[config.mk]
export PLATFORM = sky130hd
export DESIGN_NAME = fur_uart_rx
export DESIGN_NICKNAME = d
export VERILOG_FILES = /design/src/fur_pkg.sv /design/src/fur_baud_gen.sv /design/src/fur_uart_rx.sv
export SDC_FILE = /design/constraint.sdc
export NUM_CORES = 1
export LEC_CHECK = 0
export ABC_AREA = 1
export BUFFER_PORTS_ARGS = -buffer_cell sky130_fd_sc_hd__buf_2
export CORE_MARGIN = 3
export CORE_UTILIZATION = 47
export CTS_BUF_LIST = sky130_fd_sc_hd__clkbuf_16
export CTS_CLUSTER_DIAMETER = 150
export CTS_CLUSTER_SIZE = 8
export DETAILED_ROUTE_END_ITERATION = 8
export PLACE_DENSITY = 0.74
export SYNTH_ARGS = -nofsm -noshare
export SYNTH_HDL_FRONTEND = slang
export SYNTH_SLANG_ARGS = --single-unit
[constraint.sdc]
create_clock -name i_clk_sys -period 3.94 [get_ports i_clk_sys]
set_clock_uncertainty 0.1 [all_clocks]
set_input_delay 0.788 -clock i_clk_sys [delete_from_list [all_inputs] [get_ports i_clk_sys]]
set_output_delay 0.788 -clock i_clk_sys [all_outputs]
set_load 0.02 [all_outputs]
[src/fur_pkg.sv]
// Shared constants and types for the receive status and baud block
package fur_pkg;
  // ==========================================================
  // Bus and data widths
  localparam int FUR_ADR_W = 8;
  localparam int FUR_DAT_W = 32;
  localparam int FUR_CHAR_W = 8;
  localparam int FUR_CNT_W = 5;
  // ==========================================================
  // Register offsets
  localparam logic [7:0] FUR_OFF_MODE = 8'h00;
  localparam logic [7:0] FUR_OFF_BRR = 8'h04;
  localparam logic [7:0] FUR_OFF_STATUS = 8'h08;
  localparam logic [7:0] FUR_OFF_FCR = 8'h0c;
  localparam logic [7:0] FUR_OFF_RXDATA = 8'h10;
  localparam logic [7:0] FUR_OFF_FCOUNT = 8'h14;
  localparam logic [7:0] FUR_OFF_IRQ_STS = 8'h18;
  localparam logic [7:0] FUR_OFF_IRQ_MASK = 8'h1c;
  // ==========================================================
  // Field positions
  localparam int FUR_MODE_CKS_LO = 0;
  localparam int FUR_MODE_ODD = 4;
  localparam int FUR_MODE_PAR_EN = 5;
  localparam int FUR_FCR_TRG_LO = 6;
  localparam int FUR_ST_DR = 0;
  localparam int FUR_ST_RDF = 1;
  localparam int FUR_ST_PER = 2;
  localparam int FUR_ST_FER = 3;
  localparam int FUR_ST_BRK = 4;
  localparam int FUR_ST_FCNT_LO = 8;
  localparam int FUR_ST_PCNT_LO = 12;
  localparam int FUR_IRQ_W = 4;
  // ==========================================================
  // Reset values
  localparam logic [7:0] FUR_BRR_RST = 8'hff;
  localparam logic [7:0] FUR_MODE_RST = 8'h00;
  localparam logic [7:0] FUR_FCR_RST = 8'h00;
  localparam logic [3:0] FUR_MASK_RST = 4'h0;
  // ==========================================================
  // Timing counts
  localparam int FUR_TICKS_PER_BIT = 32;
  localparam int FUR_TIMEOUT_ETU = 15;
  localparam int FUR_TIMEOUT_TICKS = FUR_TIMEOUT_ETU * FUR_TICKS_PER_BIT;
  localparam int FUR_FIFO_DEPTH = 16;
  // ==========================================================
  // Types
  typedef struct packed {
    logic perr;
    logic ferr;
    logic [FUR_CHAR_W-1:0] data;
  } fur_rx_entry_type;

  typedef enum logic [2:0] {
    FUR_IDLE = 3'b000,
    FUR_START = 3'b001,
    FUR_DATA = 3'b011,
    FUR_PARITY = 3'b010,
    FUR_STOP = 3'b110
  } fur_rx_state_type;

  // Trigger count from the two trigger-select bits
  function automatic logic [FUR_CNT_W-1:0] fur_trig(input logic [1:0] sel);
    case (sel)
      2'b00: fur_trig = 5'h01;
      2'b01: fur_trig = 5'h04;
      2'b10: fur_trig = 5'h08;
      default: fur_trig = 5'h0e;
    endcase
  endfunction
endpackage

[src/fur_baud_gen.sv]
// Baud tick generator: prescaled clock and 8-bit divider
`timescale 1ns/100ps
`default_nettype none
module fur_baud_gen (
  // Clock and reset
  input wire logic i_clk_sys,
  input wire logic i_clr,
  // Settings
  input wire logic [1:0] i_cks,
  input wire logic [7:0] i_divn,
  // Tick, 32 per bit period
  output logic o_tick
);
  import fur_pkg::*;

  logic [5:0] pre_cnt_reg;
  logic [7:0] div_cnt_reg;
  logic [5:0] pre_last;
  logic pre_wrap;

  // ==========================================================
  // Prescaler of 1, 4, 16 or 64
  always_comb begin
    case (i_cks)
      2'b00: pre_last = 6'h00;
      2'b01: pre_last = 6'h03;
      2'b10: pre_last = 6'h0f;
      default: pre_last = 6'h3f;
    endcase
  end
  assign pre_wrap = (pre_cnt_reg >= pre_last);

  always_ff @(posedge i_clk_sys) begin
    if (i_clr || pre_wrap) begin
      pre_cnt_reg <= 6'h00;
    end else begin
      pre_cnt_reg <= pre_cnt_reg + 6'h01;
    end
  end

  // ==========================================================
  // Divide by N+1, giving a bit of 32*4^n*(N+1) clocks
  always_ff @(posedge i_clk_sys) begin
    if (i_clr) begin
      div_cnt_reg <= 8'h00;
      o_tick <= 1'b0;
    end else begin
      o_tick <= 1'b0;
      if (pre_wrap) begin
        if (div_cnt_reg >= i_divn) begin
          div_cnt_reg <= 8'h00;
          o_tick <= 1'b1;
        end else begin
          div_cnt_reg <= div_cnt_reg + 8'h01;
        end
      end
    end
  end
endmodule
`default_nettype wire

[src/fur_uart_rx.sv]
// Receive status, receive FIFO and bit-rate registers over Wishbone
// Function
// After a break frame is stored, store nothing until mark returns and a new char.
// Framing error flag set when the byte read from the FIFO has a framing error.
// Framing error flag clears on reset, standby, or a clean read byte.
// Parity error flag set when the byte read from the FIFO has a parity error.
// Parity error flag clears on reset, standby, or a read byte without parity error.
// Fill flag sets when FIFO count reaches the selected trigger count.
// Fill flag clears on reset, standby, count below trigger, or write 0 after read 1.
// FIFO holds 16 bytes; a read while empty gives undefined data.
// FIFO count register low byte gives bytes held in the receive FIFO.
// Ready flag sets when below trigger and no character starts 15 etu after stop.
// Ready flag clears on reset, standby, or write 0 only after reading 1.
// Status bits 15 to 12 count stored bytes with parity error.
// Status bits 11 to 8 count stored bytes with framing error.
// Bit-rate register is read/write and loads all ones on reset and standby.
// Bit period follows N = Pclk/(64*2^(2n-1)*B) - 1, N from 0 to 255.
// Clock-select bits pick the clock divided by 1, 4, 16 or 64.
// Break flag sets on a framing-error character whose data is all space.
// One etu of the timeout equals one bit period of the baud settings.
`timescale 1ns/100ps
`default_nettype none
module fur_uart_rx #(
  parameter int DEPTH = fur_pkg::FUR_FIFO_DEPTH
) (
  // Clock, reset and standby
  input wire logic i_clk_sys,
  input wire logic i_sys_rst,
  input wire logic i_standby,
  // Wishbone slave
  input wire logic i_wb_cyc,
  input wire logic i_wb_stb,
  input wire logic i_wb_we,
  input wire logic [fur_pkg::FUR_ADR_W-1:0] i_wb_adr,
  input wire logic [3:0] i_wb_sel,
  input wire logic [fur_pkg::FUR_DAT_W-1:0] i_wb_dat,
  output logic [fur_pkg::FUR_DAT_W-1:0] o_wb_dat,
  output logic o_wb_ack,
  // Serial receive line
  input wire logic i_rxd,
  // Interrupt
  output logic o_irq
);
  import fur_pkg::*;

  function automatic logic hit(input logic [7:0] a, input logic [7:0] off);
    hit = (a == off);
  endfunction

  logic clr;
  logic take;
  logic wr;
  logic rd;
  logic [7:0] mode_reg;
  logic [7:0] brr_reg;
  logic [7:0] fcr_reg;
  logic [3:0] mask_reg;
  logic [3:0] irq_sts_reg;
  logic [2:0] rx_sync_reg;
  logic rx_line_reg;
  logic tick;
  fur_rx_state_type state_reg;
  logic [4:0] tick_cnt_reg;
  logic [2:0] bit_idx_reg;
  logic [7:0] shift_reg;
  logic par_acc_reg;
  logic par_bad_reg;
  logic done_reg;
  fur_rx_entry_type frame_reg;
  logic block_reg;
  fur_rx_entry_type mem_reg [DEPTH];
  logic [3:0] wr_ptr_reg;
  logic [3:0] rd_ptr_reg;
  logic [FUR_CNT_W-1:0] cnt_reg;
  logic [FUR_CNT_W-1:0] pcnt_reg;
  logic [FUR_CNT_W-1:0] fcnt_reg;
  fur_rx_entry_type head;
  logic push;
  logic pop;
  logic push_q_reg;
  logic [FUR_CNT_W-1:0] trig;
  logic at_trig;
  logic [8:0] tmo_cnt_reg;
  logic tmo_run_reg;
  logic tmo_evt;
  logic brk_evt;
  logic fer_reg;
  logic per_reg;
  logic rdf_reg;
  logic dr_reg;
  logic brk_reg;
  logic [2:0] arm_reg;
  logic sts_wr;
  logic sts_rd;
  logic [3:0] pcnt_show;
  logic [3:0] fcnt_show;
  logic [15:0] status;
  logic [31:0] rdata;

  assign clr = i_sys_rst | i_standby;
  assign take = i_wb_cyc & i_wb_stb & ~o_wb_ack;
  assign wr = take & i_wb_we & i_wb_sel[0];
  assign rd = take & ~i_wb_we;
  assign sts_wr = wr & hit(i_wb_adr, FUR_OFF_STATUS);
  assign sts_rd = rd & hit(i_wb_adr, FUR_OFF_STATUS);

  // ==========================================================
  // Bus handshake and read data
  always_ff @(posedge i_clk_sys) begin
    if (i_sys_rst) begin
      o_wb_ack <= 1'b0;
      o_wb_dat <= 32'h0000_0000;
    end else begin
      o_wb_ack <= take;
      o_wb_dat <= take ? rdata : 32'h0000_0000;
    end
  end

  // ==========================================================
  // Control registers
  always_ff @(posedge i_clk_sys) begin
    if (clr) begin
      mode_reg <= FUR_MODE_RST;
      brr_reg <= FUR_BRR_RST;
      fcr_reg <= FUR_FCR_RST;
      mask_reg <= FUR_MASK_RST;
    end else if (wr) begin
      if (hit(i_wb_adr, FUR_OFF_MODE)) begin
        mode_reg <= i_wb_dat[7:0];
      end else if (hit(i_wb_adr, FUR_OFF_BRR)) begin
        brr_reg <= i_wb_dat[7:0];
      end else if (hit(i_wb_adr, FUR_OFF_FCR)) begin
        fcr_reg <= i_wb_dat[7:0];
      end else if (hit(i_wb_adr, FUR_OFF_IRQ_MASK)) begin
        mask_reg <= i_wb_dat[3:0];
      end
    end
  end

  // ==========================================================
  // Baud ticks
  fur_baud_gen u_baud (
    .i_clk_sys(i_clk_sys),
    .i_clr(clr),
    .i_cks(mode_reg[FUR_MODE_CKS_LO+:2]),
    .i_divn(brr_reg),
    .o_tick(tick)
  );

  // ==========================================================
  // Receive line synchroniser
  always_ff @(posedge i_clk_sys) begin
    if (i_sys_rst) begin
      rx_sync_reg <= 3'b111;
      rx_line_reg <= 1'b1;
    end else begin
      rx_sync_reg <= {rx_sync_reg[1:0], i_rxd};
      if (rx_sync_reg[1] == rx_sync_reg[2]) begin
        rx_line_reg <= rx_sync_reg[2];
      end
    end
  end

  // ==========================================================
  // Character receiver
  always_ff @(posedge i_clk_sys) begin
    if (clr) begin
      state_reg <= FUR_IDLE;
      tick_cnt_reg <= 5'h00;
      bit_idx_reg <= 3'h0;
      shift_reg <= 8'h00;
      par_acc_reg <= 1'b0;
      par_bad_reg <= 1'b0;
      done_reg <= 1'b0;
      frame_reg <= '0;
    end else begin
      done_reg <= 1'b0;
      if (tick) begin
        tick_cnt_reg <= tick_cnt_reg + 5'h01;
      end
      case (state_reg)
        FUR_IDLE: begin
          tick_cnt_reg <= 5'h00;
          if (!rx_line_reg) begin
            state_reg <= FUR_START;
          end
        end
        FUR_START: begin
          if (tick && tick_cnt_reg == 5'h0f) begin
            tick_cnt_reg <= 5'h00;
            bit_idx_reg <= 3'h0;
            par_acc_reg <= mode_reg[FUR_MODE_ODD];
            state_reg <= rx_line_reg ? FUR_IDLE : FUR_DATA;
          end
        end
        FUR_DATA: begin
          if (tick && tick_cnt_reg == 5'h1f) begin
            shift_reg <= {rx_line_reg, shift_reg[7:1]};
            par_acc_reg <= par_acc_reg ^ rx_line_reg;
            bit_idx_reg <= bit_idx_reg + 3'h1;
            if (bit_idx_reg == 3'h7) begin
              state_reg <= mode_reg[FUR_MODE_PAR_EN] ? FUR_PARITY : FUR_STOP;
              par_bad_reg <= 1'b0;
            end
          end
        end
        FUR_PARITY: begin
          if (tick && tick_cnt_reg == 5'h1f) begin
            par_bad_reg <= par_acc_reg ^ rx_line_reg;
            state_reg <= FUR_STOP;
          end
        end
        FUR_STOP: begin
          if (tick && tick_cnt_reg == 5'h1f) begin
            frame_reg <= '{perr: par_bad_reg, ferr: ~rx_line_reg, data: shift_reg};
            done_reg <= 1'b1;
            state_reg <= FUR_IDLE;
          end
        end
        default: state_reg <= FUR_IDLE;
      endcase
    end
  end

  // ==========================================================
  // Break handling
  assign brk_evt = done_reg & frame_reg.ferr & (frame_reg.data == 8'h00);

  always_ff @(posedge i_clk_sys) begin
    if (clr) begin
      block_reg <= 1'b0;
    end else if (brk_evt && !block_reg) begin
      block_reg <= 1'b1;
    end else if (state_reg == FUR_IDLE && rx_line_reg) begin
      block_reg <= 1'b0;
    end
  end

  // ==========================================================
  // Receive FIFO
  assign head = mem_reg[rd_ptr_reg];
  assign push = done_reg & ~block_reg & (cnt_reg < DEPTH[FUR_CNT_W-1:0]);
  assign pop = rd & hit(i_wb_adr, FUR_OFF_RXDATA) & (cnt_reg != 5'h00);

  always_ff @(posedge i_clk_sys) begin
    if (push) begin
      mem_reg[wr_ptr_reg] <= frame_reg;
    end
  end

  always_ff @(posedge i_clk_sys) begin
    if (clr) begin
      wr_ptr_reg <= 4'h0;
      rd_ptr_reg <= 4'h0;
      cnt_reg <= 5'h00;
      pcnt_reg <= 5'h00;
      fcnt_reg <= 5'h00;
      push_q_reg <= 1'b0;
    end else begin
      push_q_reg <= push;
      if (push) begin
        wr_ptr_reg <= wr_ptr_reg + 4'h1;
      end
      if (pop) begin
        rd_ptr_reg <= rd_ptr_reg + 4'h1;
      end
      cnt_reg <= cnt_reg + {4'h0, push} - {4'h0, pop};
      pcnt_reg <= pcnt_reg + {4'h0, push & frame_reg.perr} - {4'h0, pop & head.perr};
      fcnt_reg <= fcnt_reg + {4'h0, push & frame_reg.ferr} - {4'h0, pop & head.ferr};
    end
  end

  // ==========================================================
  // Receive timeout
  assign trig = fur_trig(fcr_reg[FUR_FCR_TRG_LO+:2]);
  assign at_trig = (cnt_reg >= trig);
  assign tmo_evt = tmo_run_reg & tick & (tmo_cnt_reg == 9'(FUR_TIMEOUT_TICKS - 1));

  always_ff @(posedge i_clk_sys) begin
    if (clr) begin
      tmo_run_reg <= 1'b0;
      tmo_cnt_reg <= 9'h000;
    end else if (done_reg) begin
      tmo_run_reg <= 1'b1;
      tmo_cnt_reg <= 9'h000;
    end else if (state_reg != FUR_IDLE || tmo_evt) begin
      tmo_run_reg <= 1'b0;
    end else if (tick) begin
      tmo_cnt_reg <= tmo_cnt_reg + 9'h001;
    end
  end

  // ==========================================================
  // Status flags
  always_ff @(posedge i_clk_sys) begin
    if (clr) begin
      fer_reg <= 1'b0;
      per_reg <= 1'b0;
    end else if (pop) begin
      fer_reg <= head.ferr;
      per_reg <= head.perr;
    end
  end

  always_ff @(posedge i_clk_sys) begin
    if (clr) begin
      rdf_reg <= 1'b0;
    end else if (at_trig && push_q_reg) begin
      rdf_reg <= 1'b1;
    end else if (!at_trig) begin
      rdf_reg <= 1'b0;
    end else if (sts_wr && !i_wb_dat[FUR_ST_RDF] && arm_reg[1]) begin
      rdf_reg <= 1'b0;
    end
  end

  always_ff @(posedge i_clk_sys) begin
    if (clr) begin
      dr_reg <= 1'b0;
      brk_reg <= 1'b0;
    end else begin
      if (tmo_evt && !at_trig && cnt_reg != 5'h00) begin
        dr_reg <= 1'b1;
      end else if (sts_wr && !i_wb_dat[FUR_ST_DR] && arm_reg[0]) begin
        dr_reg <= 1'b0;
      end
      if (brk_evt) begin
        brk_reg <= 1'b1;
      end else if (sts_wr && !i_wb_dat[FUR_ST_BRK] && arm_reg[2]) begin
        brk_reg <= 1'b0;
      end
    end
  end

  // Read of 1 arms the later write-0 clear
  always_ff @(posedge i_clk_sys) begin
    if (clr || sts_wr) begin
      arm_reg <= 3'b000;
    end else if (sts_rd) begin
      arm_reg <= arm_reg | {brk_reg, rdf_reg, dr_reg};
    end
  end

  // ==========================================================
  // Interrupts
  always_ff @(posedge i_clk_sys) begin
    if (clr) begin
      irq_sts_reg <= 4'h0;
      o_irq <= 1'b0;
    end else begin
      irq_sts_reg <= (rd && hit(i_wb_adr, FUR_OFF_IRQ_STS) ? 4'h0 : irq_sts_reg)
                     | {push & (frame_reg.ferr | frame_reg.perr), brk_evt,
                        tmo_evt & ~at_trig & (cnt_reg != 5'h00), at_trig & push_q_reg};
      o_irq <= |(irq_sts_reg & mask_reg);
    end
  end

  // ==========================================================
  // Read multiplexer
  assign pcnt_show = (pcnt_reg > 5'h0f) ? 4'hf : pcnt_reg[3:0];
  assign fcnt_show = (fcnt_reg > 5'h0f) ? 4'hf : fcnt_reg[3:0];
  assign status = {pcnt_show, fcnt_show, 3'b000, brk_reg, fer_reg, per_reg, rdf_reg, dr_reg};

  always_comb begin
    if (hit(i_wb_adr, FUR_OFF_MODE)) begin
      rdata = {24'h000000, mode_reg};
    end else if (hit(i_wb_adr, FUR_OFF_BRR)) begin
      rdata = {24'h000000, brr_reg};
    end else if (hit(i_wb_adr, FUR_OFF_STATUS)) begin
      rdata = {16'h0000, status};
    end else if (hit(i_wb_adr, FUR_OFF_FCR)) begin
      rdata = {24'h000000, fcr_reg};
    end else if (hit(i_wb_adr, FUR_OFF_RXDATA)) begin
      rdata = {24'h000000, head.data};
    end else if (hit(i_wb_adr, FUR_OFF_FCOUNT)) begin
      rdata = {24'h000000, 3'b000, cnt_reg};
    end else if (hit(i_wb_adr, FUR_OFF_IRQ_STS)) begin
      rdata = {28'h0000000, irq_sts_reg};
    end else if (hit(i_wb_adr, FUR_OFF_IRQ_MASK)) begin
      rdata = {28'h0000000, mask_reg};
    end else begin
      rdata = 32'h0000_0000;
    end
  end
endmodule
`default_nettype wire

==> results of run 1 <==
## layer usage
layer | wire, um | global-route usage
met1 | 13430 | 0.2658
met2 | 14400 | 0.3300
met3 | 1856 | 0.03046
met4 | 846 | 0.06841
met5 | 0 | 0
## placed cells by master, fill, tap and decap left out, types with 21 or more instances in the layout
cell type                   instances
sky130_fd_sc_hd__a21oi_1           95
sky130_fd_sc_hd__buf_2             41
sky130_fd_sc_hd__edfxtp_1         160
sky130_fd_sc_hd__o211ai_1          21
sky130_fd_sc_hd__clkbuf_16         46
sky130_fd_sc_hd__o21ai_0          106
sky130_fd_sc_hd__nand2_1          254
sky130_fd_sc_hd__nor2_1           178
sky130_fd_sc_hd__nand3_1           82
sky130_fd_sc_hd__ha_1              53
sky130_fd_sc_hd__inv_1            178
sky130_fd_sc_hd__dfxtp_1          147
## through the flow
stage	hold slack [ns]	setup slack (ns)	power (mW)	utilization
after detailed placement	0.2993	0.3379	3.500	0.5034
after CTS	0.3105	0.6522	6.852	0.5479
after floorplan	0.2895	0.7184	3.482	-
final	0.3074	0.6564	6.799	0.5479
after global placement	0.2940	0.3626	3.499	0.5034
after global routing	0.3235	0.4028	7.004	0.5479
## logic make-up after synthesis
kind of cell,after synthesis,share of synthesized area
other,1,0.0002738
AND/OR/NAND/NOR,588,0.1901
AO/OA/AOI/OAI,265,0.1101
adder cells (fa/ha/maj),56,0.05280
XOR/XNOR,15,0.009591
flip-flops,308,0.5670
buffers and inverters,227,0.07015
## area by class of cell
class	count	area, um2
repair buffers	56	317.8
clock buffers	46	1151
flip-flops and latches	308	7769
inverters	166	625.6
well taps	378	473.0
multi-input cells	940	5031
fillers	2419	12770
clock inverters	25	103.9
## worst max path at each step
stage	startpoint	to	slack [ns]	cells after the start
3_3_place_gp	i_wb_adr[6]	pcnt_reg[4]$_SDFF_PP0_	0.36	16
4_1_cts	register	pcnt_reg[4]$_SDFF_PP0_	0.65	15
5_1_grt	register	pcnt_reg[4]$_SDFF_PP0_	0.40	15
3_5_place_dp	i_wb_adr[1]	pcnt_reg[4]$_SDFF_PP0_	0.34	18
6_report	register	pcnt_reg[4]$_SDFF_PP0_	0.66	15
2_1_floorplan	i_wb_adr[1]	fcnt_reg[4]$_SDFF_PP0_	0.72	17
## worst register-to-register path, cell delays in order, from the launching register on
cell	delay (ns)
sky130_fd_sc_hd__dfxtp_2	0.32
sky130_fd_sc_hd__buf_4	0.49
sky130_fd_sc_hd__a21oi_1	0.16
sky130_fd_sc_hd__a22oi_1	0.20
sky130_fd_sc_hd__nand2_1	0.10
sky130_fd_sc_hd__nand3_1	0.15
sky130_fd_sc_hd__and3_1	0.26
sky130_fd_sc_hd__ha_1	0.25
sky130_fd_sc_hd__inv_1	0.05
sky130_fd_sc_hd__ha_1	0.15
sky130_fd_sc_hd__inv_1	0.05
sky130_fd_sc_hd__fa_1	0.39
sky130_fd_sc_hd__nor3_1	0.20
sky130_fd_sc_hd__a211oi_1	0.08
sky130_fd_sc_hd__o21ai_0	0.16
sky130_fd_sc_hd__a21oi_1	0.05
## power by group through the flow
stage                     Clock (mW)  Sequential [mW]  Combinational [mW]
after floorplan                    0             3.41              0.0680
after CTS                       3.41             3.35              0.0871
after detailed placement           0             3.41              0.0868
after global routing            3.56             3.35              0.0970
after global placement             0             3.41              0.0857
final                           3.36             3.35              0.0876
==> impl_metrics.prom, run 1 <==
# TYPE chip_impl_metric gauge
chip_impl_info{name="status",value="finished, final reports clean"} 1
chip_impl_metric{name="post-place-cells",unit=""} 1848
chip_impl_info{name="netlist_top_cells_area",value="sky130_fd_sc_hd__edfxtp_1, sky130_fd_sc_hd__dfxtp_1, sky130_fd_sc_hd__nand2_1"} 1
chip_impl_metric{name="critPathBufInv",unit=""} 3
chip_impl_metric{name="start_util",unit=""} 0.4851
chip_impl_metric{name="nNetsFinal",unit=""} 1623
chip_impl_metric{name="grt_pass1_vias",unit=""} 9966
chip_impl_metric{name="grt_use_total",unit=""} 0.1983
chip_impl_metric{name="max_reg_flops",unit=""} 160
chip_impl_metric{name="gr-total-overflow",unit=""} 0
chip_impl_info{name="post-synth-top-area-cell",value="sky130_fd_sc_hd__edfxtp_1"} 1
chip_impl_metric{name="p_int",unit="mW"} 5.437
chip_impl_metric{name="cts.path.max_buffers",unit=""} 3
chip_impl_metric{name="clock.fmax",unit="MHz"} 304.5
chip_impl_metric{name="cpPeakStageDelay",unit="ns"} 0.49
chip_impl_metric{name="drt_wl_total",unit="um"} 30530
chip_impl_metric{name="yosysUniqueCellTypes",unit=""} 53
chip_impl_metric{name="area_growth",unit="%"} 12.94
chip_impl_metric{name="cts_made_buffers",unit=""} 44
chip_impl_info{name="cts_tree",value="done"} 1
chip_impl_metric{name="postSynthRegisterBits",unit=""} 308
chip_impl_info{name="worst-setup-path-type",value="reg2reg"} 1
chip_impl_info{name="worst_setup_path_start_kind",value="register"} 1
chip_impl_metric{name="antenna_cells_inserted",unit=""} 0
chip_impl_metric{name="maxSlewHeadroom",unit=""} 0.2534
chip_impl_metric{name="cts_resized",unit=""} 0
chip_impl_metric{name="grt_pass1_wl",unit="um"} 49900
chip_impl_metric{name="clk_transition_reported_paths",unit="ns"} 0.05
chip_impl_metric{name="antenna_left",unit=""} 0
chip_impl_metric{name="place.gp.congestion",unit=""} 0.8453
chip_impl_metric{name="grt_start_max_net_pins",unit=""} 63
chip_impl_metric{name="min_delay_path_depth",unit=""} 1
chip_impl_metric{name="die_h",unit="um"} 176.7
chip_impl_metric{name="placementRows",unit=""} 61
chip_impl_metric{name="final_layout_size_suffix_gt1_frac",unit=""} 0.09669
chip_impl_info{name="min_from",value="rx_sync_reg[0]$_SDFF_PP1_"} 1
chip_impl_metric{name="worst_r2r_path_depth",unit=""} 15
chip_impl_metric{name="pwr-share-seq",unit=""} 0.493
chip_impl_info{name="hp-class",value="reg2reg"} 1
chip_impl_metric{name="cts_num_sinks",unit=""} 308
chip_impl_info{name="crit_slowest_cell",value="sky130_fd_sc_hd__buf_4"} 1
chip_impl_metric{name="setup_viol_count_final",unit=""} 0
chip_impl_metric{name="critical_path.max_fanout",unit=""} 59
chip_impl_metric{name="place_hpwl",unit="um"} 20120
chip_impl_metric{name="totalNegativeSetupSlack",unit="ns"} 0
chip_impl_metric{name="post-cts-setup-buffers",unit=""} 0
chip_impl_metric{name="maxCapViolCount",unit=""} 0
chip_impl_info{name="synthTopCellsByCount",value="sky130_fd_sc_hd__nand2_1, sky130_fd_sc_hd__nor2_1, sky130_fd_sc_hd__edfxtp_1"} 1
chip_impl_info{name="clk_root_buffer_cell",value="sky130_fd_sc_hd__clkbuf_16"} 1
chip_impl_metric{name="part_of_the_power_in_the_clock_network",unit=""} 0.494
chip_impl_metric{name="detail_route.wl_per_cell",unit="um"} 15.91
chip_impl_metric{name="synth_seq_area_share",unit=""} 0.5670
chip_impl_metric{name="fp.dieArea",unit="um2"} 31230
chip_impl_metric{name="power_per_cell_area",unit="nW/um2"} 439.5
chip_impl_metric{name="dpl-instance-area",unit="um2"} 14220
chip_impl_info{name="reg2reg_to",value="pcnt_reg[4]$_SDFF_PP0_"} 1
chip_impl_metric{name="finalCriticalPeriod",unit="ns"} 3.284
chip_impl_metric{name="timing.final.hold_violations",unit=""} 0
chip_impl_metric{name="async_flop_share",unit=""} 0
chip_impl_metric{name="regToRegSetupSlack",unit="ns"} 0.66
chip_impl_metric{name="clk_latency",unit="ns"} 0.53
chip_impl_info{name="critPathTopFamily",value="adder cells"} 1
chip_impl_info{name="grt_setup_unrepaired",value="no"} 1
chip_impl_metric{name="post_layout_nonfiller_instances",unit=""} 1919
chip_impl_metric{name="synth_area_per_cell",unit="um2"} 9.382
chip_impl_metric{name="fp.coreArea",unit="um2"} 28240
chip_impl_metric{name="vdd_drop_max",unit="mV"} 0.3416
chip_impl_metric{name="route.detailed.vias_per_inst",unit=""} 5.308
chip_impl_metric{name="sw_frac_of_total",unit=""} 0.2004
chip_impl_metric{name="hold_buffers",unit=""} 0
chip_impl_metric{name="floorplan.die.width",unit="um"} 176.7
chip_impl_metric{name="synth_edf_count",unit=""} 160
chip_impl_metric{name="p_switching",unit="mW"} 1.363
chip_impl_metric{name="tightestPinTransition",unit="ns"} 1.116
chip_impl_metric{name="num_io_pins",unit=""} 85
chip_impl_info{name="post-synth-top-count-cell",value="sky130_fd_sc_hd__nand2_1"} 1
chip_impl_metric{name="share_comb_of_total_power",unit=""} 0.013
chip_impl_metric{name="power.leakage",unit="nW"} 6.184
chip_impl_info{name="ys_dominant_reg_cell",value="sky130_fd_sc_hd__edfxtp_1"} 1
chip_impl_metric{name="io_buffer_count",unit=""} 41
chip_impl_metric{name="final_design_area_no_fill",unit="um2"} 15470
chip_impl_metric{name="first_iter_violations",unit=""} 846
chip_impl_info{name="cp_cell_sequence",value="buf_4, a21oi_1, a22oi_1, nand2_1, nand3_1, and3_1, ha_1, inv_1, ha_1, inv_1, fa_1, nor3_1, a211oi_1, o21ai_0, a21oi_1"} 1
chip_impl_metric{name="postSynthCellCount",unit=""} 1460
chip_impl_metric{name="synth.yosys.warnings",unit=""} 0
chip_impl_metric{name="synth_area",unit="um2"} 13700
chip_impl_metric{name="crit_required",unit="ns"} 4.25
chip_impl_metric{name="timing_max_transition_violations_final",unit=""} 0
chip_impl_metric{name="antenna_found_initial",unit=""} 0
chip_impl_metric{name="dr.pass1.iters",unit=""} 7
chip_impl_metric{name="routed-via-count",unit=""} 10190
chip_impl_info{name="hold_path_end",value="rx_sync_reg[1]$_SDFF_PP1_"} 1
chip_impl_metric{name="area_share_of_the_largest_cell_type_after_synthesis",unit=""} 0.3507
chip_impl_metric{name="clock_tree.htree_level_count",unit=""} 2
chip_impl_metric{name="remaining_drc_errors",unit=""} 0
chip_impl_metric{name="timing.final.crit_share",unit=""} 0.8334
chip_impl_info{name="end_kind",value="register"} 1
chip_impl_metric{name="worst_ep_arrival_time",unit="ns"} 3.59
Power figures use the tool's default switching activity.
==> inputs of run 2 (changes only) <==
- clock period: 3.94 -> 3.4 ns (I/O delays scaled with it)
==> run 2 against run 1 <==
Compared with the run above: via count fell by 0.38%; global-route usage decreased by 0.25 points; clock-buffer cell count stayed put; worst setup slack lost 0.41 ns; critical path type unchanged; critical path depth unchanged; final area up 0.82%; highest routed layer unchanged; combinational power increased by 19%; worst hold slack got worse by 0.052 ns.
==> impl_metrics.prom, run 2 (synthesis gave the netlist of run 1 again) <==
# TYPE chip_impl_metric gauge
chip_impl_metric{name="gr-total-overflow",unit=""} 0
chip_impl_info{name="worst-setup-path-type",value="reg2reg"} 1
chip_impl_info{name="grt_setup_unrepaired",value="no"} 1
chip_impl_metric{name="nNetsFinal",unit=""} 1644
chip_impl_metric{name="vdd_drop_max",unit="mV"} 0.3844
chip_impl_metric{name="grt_pass1_wl",unit="um"} 48840
chip_impl_metric{name="final_design_area_no_fill",unit="um2"} 15600
chip_impl_metric{name="crit_required",unit="ns"} 3.69
chip_impl_metric{name="clk_latency",unit="ns"} 0.52
chip_impl_metric{name="fp.coreArea",unit="um2"} 28240
chip_impl_metric{name="final_layout_size_suffix_gt1_frac",unit=""} 0.1085
chip_impl_metric{name="start_util",unit=""} 0.4851
chip_impl_metric{name="first_iter_violations",unit=""} 739
chip_impl_metric{name="detail_route.wl_per_cell",unit="um"} 15.83
chip_impl_metric{name="timing_max_transition_violations_final",unit=""} 0
chip_impl_metric{name="gr-usage-met3",unit=""} 0.03625
chip_impl_metric{name="area_growth",unit="%"} 13.87
chip_impl_metric{name="dpl-instance-area",unit="um2"} 14400
chip_impl_info{name="hp-class",value="in2reg"} 1
chip_impl_metric{name="timing.final.hold_violations",unit=""} 0
chip_impl_metric{name="finalCriticalPeriod",unit="ns"} 3.151
chip_impl_info{name="clk_root_buffer_cell",value="sky130_fd_sc_hd__clkbuf_16"} 1
chip_impl_metric{name="cts_num_sinks",unit=""} 308
chip_impl_metric{name="totalNegativeSetupSlack",unit="ns"} 0
chip_impl_info{name="mostFrequentLayoutCells",value="sky130_fd_sc_hd__nand2_1, sky130_fd_sc_hd__nor2_1, sky130_fd_sc_hd__inv_1"} 1
chip_impl_metric{name="fp.dieArea",unit="um2"} 31230
chip_impl_metric{name="dr.pass1.iters",unit=""} 5
chip_impl_info{name="cts_tree",value="done"} 1
chip_impl_metric{name="grt_pass1_vias",unit=""} 9697
chip_impl_metric{name="routed-via-count",unit=""} 10150
chip_impl_metric{name="antenna_found_initial",unit=""} 1
chip_impl_metric{name="place_hpwl",unit="um"} 20400
chip_impl_metric{name="sequential_cell_area",unit="um2"} 7769
chip_impl_metric{name="antenna_left",unit=""} 0
chip_impl_metric{name="floorplan.die.width",unit="um"} 176.7
chip_impl_metric{name="antenna_cells_inserted",unit=""} 0
chip_impl_metric{name="fillerInstances",unit=""} 2432
chip_impl_metric{name="io_buffer_count",unit=""} 41
chip_impl_metric{name="remaining_drc_errors",unit=""} 0
chip_impl_metric{name="cts.path.max_buffers",unit=""} 3
chip_impl_metric{name="setup_viol_count_final",unit=""} 0
chip_impl_metric{name="tightestPinTransition",unit="ns"} 0.7886
chip_impl_metric{name="cts_made_buffers",unit=""} 44
chip_impl_info{name="status",value="finished, final reports clean"} 1
chip_impl_metric{name="power_per_cell_area",unit="nW/um2"} 500.4
chip_impl_metric{name="post_layout_nonfiller_instances",unit=""} 1927
chip_impl_metric{name="drt_wl_total",unit="um"} 30500
chip_impl_info{name="grt.busiest_layer",value="met2"} 1
chip_impl_metric{name="timing.final.crit_share",unit=""} 0.9267
chip_impl_metric{name="hold_buffers",unit=""} 0
chip_impl_metric{name="clock.fmax",unit="MHz"} 317.4
chip_impl_info{name="end_kind",value="register"} 1
chip_impl_metric{name="grt_start_max_net_pins",unit=""} 83
chip_impl_metric{name="met2_track_utilization_from_global_routing",unit=""} 0.3314
chip_impl_metric{name="multi_input_comb_area",unit="um2"} 5031
chip_impl_metric{name="place.gp.congestion",unit=""} 0.8592
chip_impl_metric{name="clk_transition_reported_paths",unit="ns"} 0.05
chip_impl_metric{name="post-cts-setup-buffers",unit=""} 0
chip_impl_metric{name="grt.met1_usage",unit=""} 0.2570
chip_impl_metric{name="power.leakage",unit="nW"} 6.234
chip_impl_metric{name="grt_use_total",unit=""} 0.1958
chip_impl_metric{name="worst_ep_arrival_time",unit="ns"} 3.44
chip_impl_metric{name="maxSlewHeadroom",unit=""} 0.4735
chip_impl_info{name="worst_setup_path_start_kind",value="register"} 1
chip_impl_metric{name="max_reg_flops",unit=""} 160
chip_impl_info{name="layout_commonest_cell",value="sky130_fd_sc_hd__nand2_1"} 1
chip_impl_metric{name="num_io_pins",unit=""} 85
chip_impl_metric{name="die_h",unit="um"} 176.7
chip_impl_metric{name="placementRows",unit=""} 61
chip_impl_metric{name="maxCapViolCount",unit=""} 0
chip_impl_metric{name="clock_tree.htree_level_count",unit=""} 2
chip_impl_metric{name="post-place-cells",unit=""} 1869
chip_impl_metric{name="hold_slack",unit="ns"} 0.2550
chip_impl_metric{name="route.detailed.vias_per_inst",unit=""} 5.266
chip_impl_metric{name="critical_path.max_fanout",unit=""} 82
[run 2: changes by cell type in the layout (fill, tap and decap cells not counted), sizes merged]
| cell | previous run | this run |
|---|---|---|
| buf | 56 | 77 |
| inv | 188 | 175 |
[run 2: path summary, 6_finish.rpt]
path                             start                         to  slack (ns)  cells past startpoint
max reg2reg                   register     pcnt_reg[4]$_SDFF_PP0_        0.25                     15
min reg2reg  rx_sync_reg[0]$_SDFF_PP1_  rx_sync_reg[1]$_SDFF_PP1_        0.31                      1
max                           register     pcnt_reg[4]$_SDFF_PP0_        0.25                     15
min                              i_rxd  rx_sync_reg[0]$_SDFF_PP1_        0.25                      2
[run 2: layer usage]
layer,part of all wire,vias up
li1,-,5028
met1,0.44,4758
met2,0.48,301
met3,0.057,60
met4,0.023,0
met5,0,-
[run 2: critical path, stage by stage, from the launching register on]
cell and delay [ns]:
sky130_fd_sc_hd__dfxtp_2 0.37, sky130_fd_sc_hd__buf_12 0.30, sky130_fd_sc_hd__a21oi_1 0.12, sky130_fd_sc_hd__a22oi_1 0.22
sky130_fd_sc_hd__nand2_1 0.08, sky130_fd_sc_hd__nand3_1 0.14, sky130_fd_sc_hd__and3_1 0.23, sky130_fd_sc_hd__ha_1 0.26
sky130_fd_sc_hd__inv_1 0.06, sky130_fd_sc_hd__ha_1 0.15, sky130_fd_sc_hd__inv_1 0.05, sky130_fd_sc_hd__fa_1 0.40
sky130_fd_sc_hd__nor3_1 0.20, sky130_fd_sc_hd__a211oi_1 0.08, sky130_fd_sc_hd__o21ai_0 0.15, sky130_fd_sc_hd__a21oi_1 0.06
[run 2: layout make-up]
type / count / area share
multi-input combinational: 940 / 0.3226
sequential: 308 / 0.4981
clock buffer: 46 / 0.07380
clock inverter: 12 / 0.002888
tap: 378 / 0.03032
inverter: 166 / 0.04027
timing repair buffer: 77 / 0.03209
[run 2: timing repair]
action / CTS / global route
gates resized for setup: 0 / 2
hold endpoints to repair: 0 / 0
endpoints found under the setup margin: 0 / 2
[run 2: through the flow]
stage	utilization	total power [mW]	setup WS (ns)
final	0.5523	7.805	0.2491
after global routing	0.5523	8.029	0.008000
after CTS	0.5522	7.863	0.1799
after detailed placement	0.5099	4.058	0.06407
after global placement	0.5099	4.057	0.1003
after floorplan	-	4.035	0.2864
[run 2: power by group]
part | total [mW] | internal (mW) | switching [mW] | leakage, nW
clock | 3.82 | 2.36 | 1.45 | 0.631
combinational | 0.104 | 0.0256 | 0.0787 | 3.13
sequential | 3.88 | 3.88 | 0.00197 | 2.47
total | 7.81 | 6.27 | 1.53 | 6.23
==> inputs of run 3 (changes only) <==
- clock period: 3.4 -> 4 ns (I/O delays scaled with it)
==> run 3 against run 2 <==
Compared with the run above: global-route usage grew 0.089 points; non-clock buffer count decreased by 22; critical path depth unchanged; sequential cell count unchanged; worst hold slack improved by 0.059 ns; final cell count decreased by 0.99%; largest cell class unchanged; clock power decreased by 14%; worst setup slack gained 0.24 ns; sequential share of layout area up 0.53 points; register-to-register slack improved by 0.24 ns; clock-buffer cell count is 1 lower.
==> impl_metrics.prom, run 3 (synthesis gave the netlist of run 1 again) <==
# TYPE chip_impl_metric gauge
chip_impl_metric{name="nNetsFinal",unit=""} 1622
chip_impl_metric{name="clk_latency",unit="ns"} 0.54
chip_impl_info{name="status",value="finished, final reports clean"} 1
chip_impl_metric{name="first_iter_violations",unit=""} 759
chip_impl_metric{name="worst_slack",unit="ns"} 0.4890
chip_impl_info{name="grt_setup_unrepaired",value="no"} 1
chip_impl_metric{name="routed-via-count",unit=""} 10140
chip_impl_metric{name="crit_required",unit="ns"} 4.32
chip_impl_metric{name="cts_made_buffers",unit=""} 44
chip_impl_metric{name="worst_ep_arrival_time",unit="ns"} 3.83
chip_impl_metric{name="placementRows",unit=""} 61
chip_impl_metric{name="timing.final.hold_violations",unit=""} 0
chip_impl_metric{name="route.detailed.vias_per_inst",unit=""} 5.314
chip_impl_metric{name="fp.coreArea",unit="um2"} 28240
chip_impl_metric{name="fp.dieArea",unit="um2"} 31230
chip_impl_metric{name="place_worst_setup_slack",unit="ns"} 0.4064
chip_impl_metric{name="max_reg_flops",unit=""} 160
chip_impl_metric{name="post-cts-setup-buffers",unit=""} 0
chip_impl_info{name="hp-class",value="reg2reg"} 1
chip_impl_metric{name="floorplan.die.width",unit="um"} 176.7
chip_impl_metric{name="remaining_drc_errors",unit=""} 0
chip_impl_metric{name="finalCriticalPeriod",unit="ns"} 3.511
chip_impl_metric{name="timing_max_transition_violations_final",unit=""} 0
chip_impl_metric{name="cts_num_sinks",unit=""} 308
chip_impl_metric{name="hold_buffers",unit=""} 0
chip_impl_metric{name="dr.pass1.iters",unit=""} 8
chip_impl_metric{name="grt_use_total",unit=""} 0.1967
chip_impl_metric{name="clk_transition_reported_paths",unit="ns"} 0.05
chip_impl_metric{name="antenna_left",unit=""} 0
chip_impl_metric{name="total_power",unit="mW"} 6.656
chip_impl_metric{name="final_layout_size_suffix_gt1_frac",unit=""} 0.09673
chip_impl_info{name="end_kind",value="register"} 1
chip_impl_metric{name="maxSlewHeadroom",unit=""} 0.2372
chip_impl_metric{name="tightestPinTransition",unit="ns"} 1.140
chip_impl_metric{name="timing.final.crit_share",unit=""} 0.8778
chip_impl_metric{name="detail_route.wl_per_cell",unit="um"} 16.01
chip_impl_metric{name="area_growth",unit="%"} 12.66
chip_impl_metric{name="io_buffer_count",unit=""} 41
chip_impl_metric{name="place.gp.congestion",unit=""} 0.8556
chip_impl_metric{name="critical_path.max_fanout",unit=""} 82
chip_impl_metric{name="power.leakage",unit="nW"} 6.124
chip_impl_metric{name="antenna_cells_inserted",unit=""} 0
chip_impl_metric{name="power_per_cell_area",unit="nW/um2"} 431.3
chip_impl_info{name="worst-setup-path-type",value="reg2reg"} 1
chip_impl_info{name="worst_setup_path_start_kind",value="register"} 1
chip_impl_metric{name="cts_resized",unit=""} 0
chip_impl_metric{name="die_h",unit="um"} 176.7
chip_impl_metric{name="maxCapViolCount",unit=""} 0
chip_impl_metric{name="num_io_pins",unit=""} 85
chip_impl_metric{name="totalNegativeSetupSlack",unit="ns"} 0
chip_impl_info{name="mostFrequentLayoutCells",value="sky130_fd_sc_hd__nand2_1, sky130_fd_sc_hd__nor2_1, sky130_fd_sc_hd__inv_1"} 1
chip_impl_metric{name="place_hpwl",unit="um"} 19920
chip_impl_info{name="layout_commonest_cell",value="sky130_fd_sc_hd__nand2_1"} 1
chip_impl_metric{name="fillerInstances",unit=""} 2421
chip_impl_metric{name="clock.fmax",unit="MHz"} 284.8
chip_impl_metric{name="cts.path.max_buffers",unit=""} 3
chip_impl_info{name="cts_tree",value="done"} 1
chip_impl_metric{name="grt_pass1_vias",unit=""} 9722
chip_impl_metric{name="start_util",unit=""} 0.4851
chip_impl_metric{name="gr-total-overflow",unit=""} 0
chip_impl_metric{name="clock_tree.htree_level_count",unit=""} 2
chip_impl_metric{name="vdd_drop_max",unit="mV"} 0.2480
chip_impl_metric{name="grt_start_max_net_pins",unit=""} 83
chip_impl_metric{name="drt_wl_total",unit="um"} 30550
chip_impl_info{name="clk_root_buffer_cell",value="sky130_fd_sc_hd__clkbuf_16"} 1
chip_impl_metric{name="antenna_found_initial",unit=""} 0
chip_impl_metric{name="grt_pass1_wl",unit="um"} 49220
chip_impl_metric{name="setup_viol_count_final",unit=""} 0
-- run 3: path summary, 6_finish.rpt --
kind                                           startpoint                   endpoint  slack, ns  cells past startpoint
worst max-delay path                             register     fcnt_reg[4]$_SDFF_PP0_       0.49                     15
worst min-delay path            rx_sync_reg[0]$_SDFF_PP1_  rx_sync_reg[1]$_SDFF_PP1_       0.31                      1
worst max register to register                   register     fcnt_reg[4]$_SDFF_PP0_       0.49                     15
worst min register to register  rx_sync_reg[0]$_SDFF_PP1_  rx_sync_reg[1]$_SDFF_PP1_       0.31                      1
-- run 3: power by group --
| group | switching, mW | internal [mW] |
|---|---|---|
| clock | 1.27 | 1.99 |
| sequential | 0.00170 | 3.30 |
| combinational | 0.0666 | 0.0213 |
-- run 3: critical path: stages (launching register included) --
cell	delay (ns)
sky130_fd_sc_hd__dfxtp_2	0.32
sky130_fd_sc_hd__buf_4	0.63
sky130_fd_sc_hd__a21oi_1	0.17
sky130_fd_sc_hd__a22oi_1	0.24
sky130_fd_sc_hd__nand2_1	0.09
sky130_fd_sc_hd__nand3_1	0.15
sky130_fd_sc_hd__and3_1	0.21
sky130_fd_sc_hd__ha_1	0.24
sky130_fd_sc_hd__inv_1	0.06
sky130_fd_sc_hd__ha_1	0.15
sky130_fd_sc_hd__inv_1	0.05
sky130_fd_sc_hd__fa_1	0.40
sky130_fd_sc_hd__nor3_1	0.21
sky130_fd_sc_hd__a211oi_1	0.08
sky130_fd_sc_hd__o21ai_0	0.15
sky130_fd_sc_hd__a21oi_1	0.05
-- run 3: cell type report --
type                    instances  area, um2  share of cell area
repair buffers                 55      310.3             0.02011
inverters                     166      625.6             0.04054
well taps                     378      473.0             0.03065
multi-input cells             940       5031              0.3260
clock buffers                  45       1126             0.07297
clock inverters                16      97.59            0.006324
flip-flops and latches        308       7769              0.5034
-- run 3: metal layers --
layer / global-route usage / wire length (um)
met3: 0.02939 / 1742
met2: 0.3288 / 14650
met5: 0 / 0
met4: 0.06514 / 819
met1: 0.2642 / 13340
-- run 3: per-stage QoR --
stage	utilization	hold slack (ns)	cell area (um2)	std cells
floorplan	-	0.2895	13750	1475
global placement	0.5031	0.2930	14210	1847
detailed placement	0.5031	0.3031	14210	1847
CTS	0.5465	0.3148	15430	1908
global route	0.5465	0.3212	15430	1908
finish	0.5465	0.3138	15430	1908
